### src/stsw_pkg.sv
// Purpose: Shared constants and types for the target select-wait command engine.
// Assumes: One 100 MHz clock, synchronous active-low reset.
// Notes: Bus signals are active high inside the design; pads invert.
package stsw_pkg;
  // ==========================================================================
  // Command decode
  localparam logic [7:0] STSW_WFS_CMD_VAL = 8'he4;
  localparam logic [7:0] STSW_WFS_CMD_MSK = 8'hfe;
  localparam logic [7:0] STSW_SEQ_CMD_VAL = 8'hf4;
  localparam logic [7:0] STSW_SEQ_CMD_MSK = 8'hfc;
  localparam int STSW_MOD_BIT = 1;
  // ==========================================================================
  // Message/command space
  localparam int STSW_SCRIPTS = 6;
  localparam int STSW_SCRIPT_BYTES = 32;
  localparam int STSW_MCS_AW = 8;
  localparam int STSW_MCS_DEPTH = STSW_SCRIPTS * STSW_SCRIPT_BYTES;
  // ==========================================================================
  // Messages and fields
  localparam logic [7:0] STSW_MSG_DISCONNECT = 8'h04;
  localparam int STSW_IDENT_BIT = 7;
  localparam int STSW_DISC_OK_BIT = 6;
  localparam logic [7:0] STSW_TAG_LO = 8'h20;
  localparam logic [7:0] STSW_TAG_HI = 8'h22;
  localparam int STSW_RESEL_BIT = 5;
  localparam int STSW_CMD_LEN_W = 5;
  // ==========================================================================
  // Software register offsets
  localparam logic [3:0] STSW_REG_CMD = 4'h0;
  localparam logic [3:0] STSW_REG_PTR = 4'h1;
  localparam logic [3:0] STSW_REG_CTRL = 4'h2;
  localparam logic [3:0] STSW_REG_AUX = 4'h3;
  localparam logic [3:0] STSW_REG_BUF = 4'h4;
  localparam logic [3:0] STSW_REG_WPOS = 4'h5;
  // Control register bits.
  localparam int STSW_CTRL_SELEN = 0;
  localparam int STSW_CTRL_OVRD = 1;
  localparam int STSW_CTRL_ABORT = 2;
  // Aux status bits.
  localparam int STSW_AUX_BUSY = 0;
  localparam int STSW_AUX_DONE = 1;
  localparam int STSW_AUX_CONERR = 2;
  localparam int STSW_AUX_ATNERR = 3;
  localparam int STSW_AUX_MSGERR = 4;
  localparam int STSW_AUX_INIT = 6;
  localparam int STSW_AUX_ABORTED = 7;

  typedef enum {
    STSW_IDLE, STSW_WAIT_SEL, STSW_SEL_REL, STSW_RESEL_REL, STSW_ID_STORE,
    STSW_IDENT, STSW_TAG1, STSW_TAG2, STSW_CMD, STSW_DISC, STSW_BUSREL,
    STSW_WFR
  } stsw_state_t;

  typedef struct packed {
    logic [3:0] addr;
    logic [7:0] wdata;
    logic wr;
    logic rd;
  } stsw_sw_req_t;

  // Bus inputs: bus id lines, and a byte strobe with data from the initiator.
  typedef struct packed {
    logic sel;
    logic resel;
    logic atn;
    logic connected;
    logic [7:0] id;
    logic byte_vld;
    logic [7:0] data;
  } stsw_bus_in_t;

  typedef struct packed {
    logic bsy;
    logic send_vld;
    logic [7:0] send_data;
  } stsw_bus_out_t;
endpackage

### src/stsw_engine.sv
// Purpose: Target wait-for-select command and full select sequence engine.
// Assumes: Bus handshake is abstracted to one-cycle byte strobes.
// Notes: Message/command space is a local byte array written by the engine.
//
// Behaviour
// - Code 1110 010X decodes as the wait-for-select command using the script space.
// - Code 1111 01XX decodes as the full target select sequence.
// - Wait-for-select waits for select or reselect, then stores the selector ID.
// - On select or reselect, assert busy and wait for select release.
// - Selection keeps target mode; reselection switches to initiator mode.
// - After reselection, busy drops only once select has been released.
// - Aux bit 5 marks reselection; software reads it before the ID.
// - Wait-for-select aborts with connect error if already connected at start.
// - Soft abort ends wait-for-select only before any selection.
// - Reselection during the sequence goes initiator and enters reselect wait.
// - Sequence stores ID, asserts busy, then identify under attention.
// - Attention still on with modifier set receives and stores two-byte tag.
// - Sequence then receives and stores the command bytes.
// - Disconnect allowed and no override sends DISCONNECT; forbidden stops.
// - After DISCONNECT, busy is released toward bus free.
// - Abort on unexpected attention in command or disconnect, or connected start.
// - Only identify then tag accepted; others abort, stored in script space.
// - Soft abort of sequence acts only before selection; a later one is cleared unused once idle.
// - Script holds ID, identify, tag, command, from the script pointer.
// - Script space is six scripts of 32 bytes each.
`timescale 1ns/1ps
`default_nettype none
module stsw_engine #(
  parameter int CMD_BYTES = 6
) (
  // Clock and reset
  input wire logic mclk,
  input wire logic reset_n,
  // Software port
  input wire stsw_pkg::stsw_sw_req_t sw_req,
  output logic [7:0] sw_rdata,
  // SCSI bus side
  input wire stsw_pkg::stsw_bus_in_t bus_in,
  output stsw_pkg::stsw_bus_out_t bus_out,
  output logic initiator_mode
);
  import stsw_pkg::*;

  typedef struct packed {
    stsw_state_t st;
    logic [7:0] cmd;
    logic [STSW_MCS_AW-1:0] ptr;
    logic [STSW_MCS_AW-1:0] wpos;
    logic [2:0] ctrl;
    logic [7:0] aux;
    logic [7:0] rdata;
    logic bsy;
    logic send_vld;
    logic [7:0] send_data;
    logic init_mode;
    logic seq;
    logic disc_ok;
    logic [STSW_CMD_LEN_W-1:0] ccnt;
  } stsw_regs_t;

  stsw_regs_t r_q;
  stsw_regs_t r_d;
  logic [7:0] mcs_q [STSW_MCS_DEPTH];
  logic mcs_we;
  logic [7:0] mcs_wd;

  function automatic logic cmd_match(input logic [7:0] c, input logic [7:0] v,
                                     input logic [7:0] m);
    cmd_match = ((c & m) == v);
  endfunction

  // ==========================================================================
  // Next-state logic
  always_comb begin
    r_d = r_q;
    mcs_we = 1'b0;
    mcs_wd = 8'h00;
    r_d.send_vld = 1'b0;
    r_d.rdata = 8'h00;
    // Software port.
    if (sw_req.rd) begin
      case (sw_req.addr)
        STSW_REG_CMD: r_d.rdata = r_q.cmd;
        STSW_REG_PTR: r_d.rdata = r_q.ptr;
        STSW_REG_CTRL: r_d.rdata = {5'h00, r_q.ctrl};
        STSW_REG_AUX: r_d.rdata = r_q.aux;
        STSW_REG_BUF: begin
          // The buffer shows the script byte at the pointer, so software can walk a script.
          if (r_q.ptr < STSW_MCS_AW'(STSW_MCS_DEPTH)) begin
            r_d.rdata = mcs_q[r_q.ptr];
          end
        end
        STSW_REG_WPOS: r_d.rdata = r_q.wpos;
        default: r_d.rdata = 8'h00;
      endcase
    end
    if (sw_req.wr) begin
      case (sw_req.addr)
        STSW_REG_CMD: begin
          if (r_q.st == STSW_IDLE) begin
            r_d.cmd = sw_req.wdata;
            r_d.aux = 8'h00;
            if (cmd_match(sw_req.wdata, STSW_WFS_CMD_VAL, STSW_WFS_CMD_MSK) ||
                cmd_match(sw_req.wdata, STSW_SEQ_CMD_VAL, STSW_SEQ_CMD_MSK)) begin
              r_d.seq = cmd_match(sw_req.wdata, STSW_SEQ_CMD_VAL, STSW_SEQ_CMD_MSK);
              r_d.wpos = r_q.ptr;
              r_d.aux[STSW_AUX_BUSY] = 1'b1;
              if (bus_in.connected) begin
                r_d.aux[STSW_AUX_CONERR] = 1'b1;
                r_d.aux[STSW_AUX_BUSY] = 1'b0;
              end else begin
                r_d.st = STSW_WAIT_SEL;
              end
            end
          end
        end
        STSW_REG_PTR: r_d.ptr = sw_req.wdata;
        STSW_REG_CTRL: r_d.ctrl = sw_req.wdata[2:0];
        default: ;
      endcase
    end
    // Soft abort is honoured only where it is safe.
    if (r_q.ctrl[STSW_CTRL_ABORT] && r_q.st == STSW_WAIT_SEL) begin
      r_d.st = STSW_IDLE;
      r_d.aux[STSW_AUX_ABORTED] = 1'b1;
      r_d.aux[STSW_AUX_BUSY] = 1'b0;
      r_d.ctrl[STSW_CTRL_ABORT] = 1'b0;
    end else begin
      case (r_q.st)
        STSW_IDLE: r_d.ctrl[STSW_CTRL_ABORT] = 1'b0;
        STSW_WAIT_SEL: begin
          if (r_q.ctrl[STSW_CTRL_SELEN] && (bus_in.sel || bus_in.resel)) begin
            r_d.bsy = 1'b1;
            mcs_we = 1'b1;
            mcs_wd = bus_in.id;
            r_d.wpos = r_q.wpos + 8'h01;
            r_d.aux[STSW_RESEL_BIT] = bus_in.resel;
            if (bus_in.resel) begin
              r_d.init_mode = 1'b1;
              r_d.aux[STSW_AUX_INIT] = 1'b1;
              r_d.st = STSW_RESEL_REL;
            end else begin
              r_d.st = STSW_SEL_REL;
            end
          end
        end
        STSW_RESEL_REL: begin
          if (!bus_in.sel) begin
            r_d.bsy = 1'b0;
            r_d.st = r_q.seq ? STSW_WFR : STSW_BUSREL;
          end
        end
        STSW_SEL_REL: begin
          if (!bus_in.sel) begin
            if (!r_q.seq) begin
              // A plain selection leaves the target connected, so busy stays up.
              r_d.aux[STSW_AUX_DONE] = 1'b1;
              r_d.st = STSW_IDLE;
            end else if (bus_in.atn) begin
              r_d.st = STSW_IDENT;
            end else begin
              r_d.disc_ok = 1'b0;
              r_d.st = STSW_CMD;
              r_d.ccnt = '0;
            end
          end
        end
        STSW_IDENT, STSW_TAG1, STSW_TAG2: begin
          if (bus_in.byte_vld) begin
            mcs_we = 1'b1;
            mcs_wd = bus_in.data;
            r_d.wpos = r_q.wpos + 8'h01;
            r_d.ccnt = '0;
            r_d.st = STSW_CMD;
            if (r_q.st == STSW_IDENT) begin
              if (!bus_in.data[STSW_IDENT_BIT]) begin
                r_d.aux[STSW_AUX_MSGERR] = 1'b1;
                r_d.st = STSW_IDLE;
              end else begin
                r_d.disc_ok = bus_in.data[STSW_DISC_OK_BIT];
                if (bus_in.atn && r_q.cmd[STSW_MOD_BIT]) begin
                  r_d.st = STSW_TAG1;
                end
              end
            end else if (r_q.st == STSW_TAG1) begin
              if (bus_in.data < STSW_TAG_LO || bus_in.data > STSW_TAG_HI) begin
                r_d.aux[STSW_AUX_MSGERR] = 1'b1;
                r_d.st = STSW_IDLE;
              end else begin
                r_d.st = STSW_TAG2;
              end
            end
          end
        end
        STSW_CMD: begin
          if (bus_in.atn) begin
            r_d.aux[STSW_AUX_ATNERR] = 1'b1;
            r_d.st = STSW_IDLE;
          end else if (bus_in.byte_vld) begin
            mcs_we = 1'b1;
            mcs_wd = bus_in.data;
            r_d.wpos = r_q.wpos + 8'h01;
            r_d.ccnt = r_q.ccnt + 1'b1;
            if (r_q.ccnt == STSW_CMD_LEN_W'(CMD_BYTES - 1)) begin
              if (r_q.disc_ok && !r_q.ctrl[STSW_CTRL_OVRD]) begin
                r_d.st = STSW_DISC;
              end else begin
                r_d.st = STSW_IDLE;
                r_d.aux[STSW_AUX_DONE] = 1'b1;
              end
            end
          end
        end
        STSW_DISC: begin
          if (bus_in.atn) begin
            r_d.aux[STSW_AUX_ATNERR] = 1'b1;
            r_d.st = STSW_IDLE;
          end else begin
            r_d.send_vld = 1'b1;
            r_d.send_data = STSW_MSG_DISCONNECT;
            r_d.st = STSW_BUSREL;
          end
        end
        STSW_BUSREL: begin
          if (!r_q.init_mode) begin
            r_d.bsy = 1'b0;
          end
          r_d.aux[STSW_AUX_DONE] = 1'b1;
          r_d.st = STSW_IDLE;
        end
        STSW_WFR: begin
          r_d.aux[STSW_AUX_DONE] = 1'b1;
          r_d.st = STSW_IDLE;
        end
        default: r_d.st = STSW_IDLE;
      endcase
    end
    if (r_d.st == STSW_IDLE) begin
      r_d.aux[STSW_AUX_BUSY] = 1'b0;
    end
  end

  // ==========================================================================
  // State registers
  always_ff @(posedge mclk) begin
    if (!reset_n) begin
      r_q <= '{st: STSW_IDLE, default: '0};
    end else begin
      r_q <= r_d;
    end
  end

  // The script space has no reset; it is plain storage.
  always_ff @(posedge mclk) begin
    if (mcs_we && r_q.wpos < STSW_MCS_AW'(STSW_MCS_DEPTH)) begin
      mcs_q[r_q.wpos] <= mcs_wd;
    end
  end

  assign sw_rdata = r_q.rdata;
  assign bus_out = '{bsy: r_q.bsy, send_vld: r_q.send_vld, send_data: r_q.send_data};
  assign initiator_mode = r_q.init_mode;

  // ==========================================================================
  // Checks
  a_wfs_decode: assert property (@(posedge mclk) disable iff (!reset_n)
    (sw_req.wr && sw_req.addr == STSW_REG_CMD && r_q.st == STSW_IDLE &&
     sw_req.wdata == STSW_WFS_CMD_VAL && !bus_in.connected) |=> r_q.st == STSW_WAIT_SEL)
    else $error("wait command not started");
  a_conn_err: assert property (@(posedge mclk) disable iff (!reset_n)
    (sw_req.wr && sw_req.addr == STSW_REG_CMD && r_q.st == STSW_IDLE && bus_in.connected &&
     (cmd_match(sw_req.wdata, STSW_WFS_CMD_VAL, STSW_WFS_CMD_MSK) ||
      cmd_match(sw_req.wdata, STSW_SEQ_CMD_VAL, STSW_SEQ_CMD_MSK))) |=>
    r_q.aux[STSW_AUX_CONERR] && r_q.st == STSW_IDLE)
    else $error("connect error missed");
  a_sel_bsy: assert property (@(posedge mclk) disable iff (!reset_n)
    (r_q.st == STSW_WAIT_SEL && !r_q.ctrl[STSW_CTRL_ABORT] && r_q.ctrl[STSW_CTRL_SELEN] &&
     bus_in.sel) |=> bus_out.bsy)
    else $error("busy not asserted on select");
  a_no_sel_off: assert property (@(posedge mclk) disable iff (!reset_n)
    (r_q.st == STSW_WAIT_SEL && !r_q.ctrl[STSW_CTRL_SELEN]) |=>
    (r_q.st inside {STSW_WAIT_SEL, STSW_IDLE}) && $stable(bus_out.bsy))
    else $error("selected while detection off");
  a_resel_mode: assert property (@(posedge mclk) disable iff (!reset_n)
    (r_q.st == STSW_RESEL_REL) |-> initiator_mode && r_q.aux[STSW_RESEL_BIT])
    else $error("reselect not marked");
  a_resel_bsy: assert property (@(posedge mclk) disable iff (!reset_n)
    (r_q.st == STSW_RESEL_REL && bus_in.sel) |=> bus_out.bsy)
    else $error("busy dropped early");
  a_wpos_step: assert property (@(posedge mclk) disable iff (!reset_n)
    mcs_we |=> r_q.wpos == $past(r_q.wpos) + 8'h01)
    else $error("write position not stepped");
  a_cmd_atn: assert property (@(posedge mclk) disable iff (!reset_n)
    (r_q.st == STSW_CMD && bus_in.atn) |=> r_q.st == STSW_IDLE && r_q.aux[STSW_AUX_ATNERR])
    else $error("attention abort missed");
  a_disc_bsy: assert property (@(posedge mclk) disable iff (!reset_n)
    (r_q.st == STSW_DISC && !bus_in.atn) |=> bus_out.send_vld ##1 !bus_out.bsy)
    else $error("disconnect release wrong");
  c_select: cover property (@(posedge mclk) r_q.st == STSW_SEL_REL);
  c_reselect: cover property (@(posedge mclk) r_q.st == STSW_WFR);
  c_disc: cover property (@(posedge mclk) bus_out.send_vld);
  c_msgerr: cover property (@(posedge mclk) r_q.aux[STSW_AUX_MSGERR]);
endmodule
`default_nettype wire

### config.mk
export PLATFORM = sky130hd
export DESIGN_NAME = stsw_engine
export DESIGN_NICKNAME = d
export VERILOG_FILES = /design/src/stsw_pkg.sv /design/src/stsw_engine.sv
export SDC_FILE = /design/constraint.sdc
export NUM_CORES = 2
export LEC_CHECK = 0
export ABC_AREA = 1
export BUFFER_PORTS_ARGS = -buffer_cell sky130_fd_sc_hd__buf_2
export CELL_PAD_IN_SITES_DETAIL_PLACEMENT = 1
export CELL_PAD_IN_SITES_GLOBAL_PLACEMENT = 2
export CORE_ASPECT_RATIO = 0.6
export CORE_MARGIN = 2
export CORE_UTILIZATION = 38
export DETAILED_ROUTE_END_ITERATION = 10
export GPL_TIMING_DRIVEN = 0
export PLACE_DENSITY_LB_ADDON = 0.1
export SLEW_MARGIN = 0
export SYNTH_ARGS = -nofsm -noshare
export SYNTH_HDL_FRONTEND = slang
export SYNTH_SLANG_ARGS = --single-unit
### constraint.sdc
create_clock -name mclk -period 7.85 [get_ports mclk]
set_input_delay 1.57 -clock mclk [delete_from_list [all_inputs] [get_ports mclk]]
set_output_delay 1.57 -clock mclk [all_outputs]
set_load 0.1 [all_outputs]
==> impl_metrics.ini <==
[synth]
synth.avg_cell_area_sq_um = 11.2
yosys.area.top_type = edfxtp_1
synth.distinct_cells = 44
synthTopCellsByCount = nand2_1, edfxtp_1, nand3_1, nor2_1, clkbuf_1
synth.top_cell.area_share_pct = 69.0
synthCells = 5988
synth_most_common_cell = nand2_1
synth_edf_count = 1536
async_flop_share_pct = 0
seq_area_frac_synth_pct = 71.8
synth_area_leaders = edfxtp_1, nand2_1, nand3_1
ys_ff_latch = 1630
syn-cell-area_sq_um = 66900
yosys_warnings = 0
synth_ff_type = edfxtp_1

[critical_path]
rr_endpoint = sw_rdata[0]$_SDFF_PN0_
cp_data_arrival_time_ns = 6.40
cp_slowest_cell = clkbuf_1
cp.required_ns = 8.61
r2r_slack_ns = 2.21
rr_worst_depth = 16
critPathLaunchType = flip-flop
crit_type = flip-flop to flip-flop
crit_top_cell = nand2_1
worstPathMaxFanout = 10
worstPathCellList = clkbuf_2, clkinv_1, clkbuf_1, clkbuf_1, o21ai_0, o22ai_1, nand2_1, nand3_1, nand2_1, nand2_1, nand2_1, nand2_1, nand2_1, nand2_1, nand2_1, a21oi_1
end_kind = flip-flop
slowest_delay_ns = 1.11

[power]
powerDensity_nw_per_um2 = 228
power.leakage_nw = 28.6
p_total_mw = 17.9
vdd_drop_max_mv = 0.180

[routing]
num_vias = 52300
totalWireLength_mm = 319
drc = 0
wire_per_inst_um = 36.0
dr.pass1.iters = 5
vias_per_cell = 5.90
ant_nets = 0
drt-initial-drc-count = 8625

[sta]
rsz0062_at_grt = no
finalSetupViolations = 0
min_period_ns = 5.64
max_freq_ghz = 0.177
setup_tns_ns = 0
period_share_pct = 71.9
worst_pin_slew_ns = 1.54
slew_viol_final = 55
max_slew_margin_pct = -2.91
hold_viol = 0
clock_skew_ns = 0.0297

[clocking]
ctsHoldBuffers = 0
htree_levels = 4
cts_setup_buffers = 0
cts-resized-gates = 0
cts_sinks = 1630
cts_buffer_depth = 4
cts-root-buf = clkbuf_16
cts_tree = done
cts_inserted_buffers = 168
worstSkewPairLatency_ns = 0.85
clk_pin_slew_worst_paths_ns = 0.07

[die]
initial_core_util_pct = 38.2
die_area_sq_um = 180000
die_h_um = 329
ios = 56
row_count = 119
chipWidth_um = 546
coreArea_sq_um = 175000

[worst_hold_path]
hp-start = r_q[5]$_SDFFE_PN0P_
min_to = r_q[5]$_SDFFE_PN0P_
worstHoldPathCells = 2
hold_class = flip-flop to flip-flop

[global_routing]
overflow = 0
antenna_found_initial = 19
grt_max_degree = 41
track_usage_pct = 35.0
grt_pass1_wl_mm = 424
grt_pass1_vias = 48500

[placed_design]
port_buffers = 48
gp_congestion = 0.959
dpl.hpwl_mm = 239

[run_status]
violations = max-capacitance violations, max-slew violations
outcome = finished, violations left

[cells_and_area]
final.fill_count = 18800
layout-drive-gt1-share_pct = 9.68
fin_nets = 6423
syn_to_final_growth_pct = 17.1

[flow_run]
drv_cap = 8
-- final cells by class --
cell class	instances	area, sq um	area share [%]
inverter	125	472	0.602
multi-input combinational	3884	17300	22.1
buffer	383	1590	2.04
antenna	6	15.0	0.0192
sequential	1630	48000	61.3
clock inverter	73	634	0.810
timing repair buffer	188	2760	3.53
clock buffer	218	4540	5.80
tap	2359	2950	3.77
-- layer usage --
layer  routed length (um)  global-route usage (%)  share of wire [%]
met4                 5550                    6.07                1.7
met5                  286                       0              0.090
met3                51300                    16.2                 16
met1               146000                    54.8                 46
met2               115000                    43.1                 36
-- cell families (layout without fill, tap and decap cells) --
logic type                 count (synthesis)  count (layout)  share of synthesized area (%)
other                                      1              41                        0.00561
xor gates and xnor gates                   8               8                          0.105
buffers and inverters                    508             987                           3.07
adders and majority gates                  6               6                          0.112
AOI/OAI and AO/OA                        212             212                           1.72
DFF                                     1630            1630                           71.8
and+or+nand+nor                         3623            3623                           23.2
-- metrics by stage --
stage / cells / setup slack (ns) / util [%] / area [sq um] / hold WS (ns)
finish: 8866 / 2.21 / 44.7 / 78300 / 0.459
global route: 8861 / 2.39 / 44.7 / 78300 / 0.475
CTS: 8850 / 2.34 / 44.6 / 78100 / 0.462
detailed placement: 8559 / 2.28 / 41.7 / 72900 / 0.452
global placement: 8429 / -4.95 / 40.1 / 70200 / 0.439
floorplan: 6022 / 1.86 / - / 67100 / 0.424
-- worst max-delay path: cells and delay by family, from the launching register on --
kind	cells	cell delay, ns
buf+inv	4	2.80
compound gates	3	1.56
flops	1	0.30
simple gates	9	0.83
-- registers in the layout, indices dropped and copies added, names as in the netlist, named ones only --
| name | count |
|---|---|
| initiator_mode | 1 |
| bus_out | 3 |
| r_q | 74 |
| sw_rdata | 8 |
| mcs_q | 1536 |
-- cell usage in the layout (no fill, tap or decap), types with 59 or more instances in the layout --
cell,count
buf_2,98
inv_1,114
nor2_1,189
buf_8,59
clkbuf_1,294
nand3_1,1354
o21ai_0,88
clkbuf_16,174
nor2_2,107
dfxtp_1,94
edfxtp_1,1536
a21oi_1,73
nand2_1,1919
-- report_power, final --
group | switching, mW | internal, mW | leakage (nW)
logic | 0.442 | 0.102 | 9.24
clock network | 3.52 | 4.45 | 2.52
registers | 0.00416 | 9.36 | 16.8
-- worst max-delay path by stage --
stage | end | slack, ns
global route | sw_rdata[2]$_SDFF_PN0_ | 2.39
global placement | mcs_q[114][2]$_DFFE_PP_ | -4.95
floorplan | mcs_q[0][0]$_DFFE_PP_ | 1.86
detailed placement | mcs_q[8][6]$_DFFE_PP_ | 2.28
CTS | sw_rdata[2]$_SDFF_PN0_ | 2.34
finish | sw_rdata[0]$_SDFF_PN0_ | 2.21
Note: power is estimated with default switching activity, not from simulation.
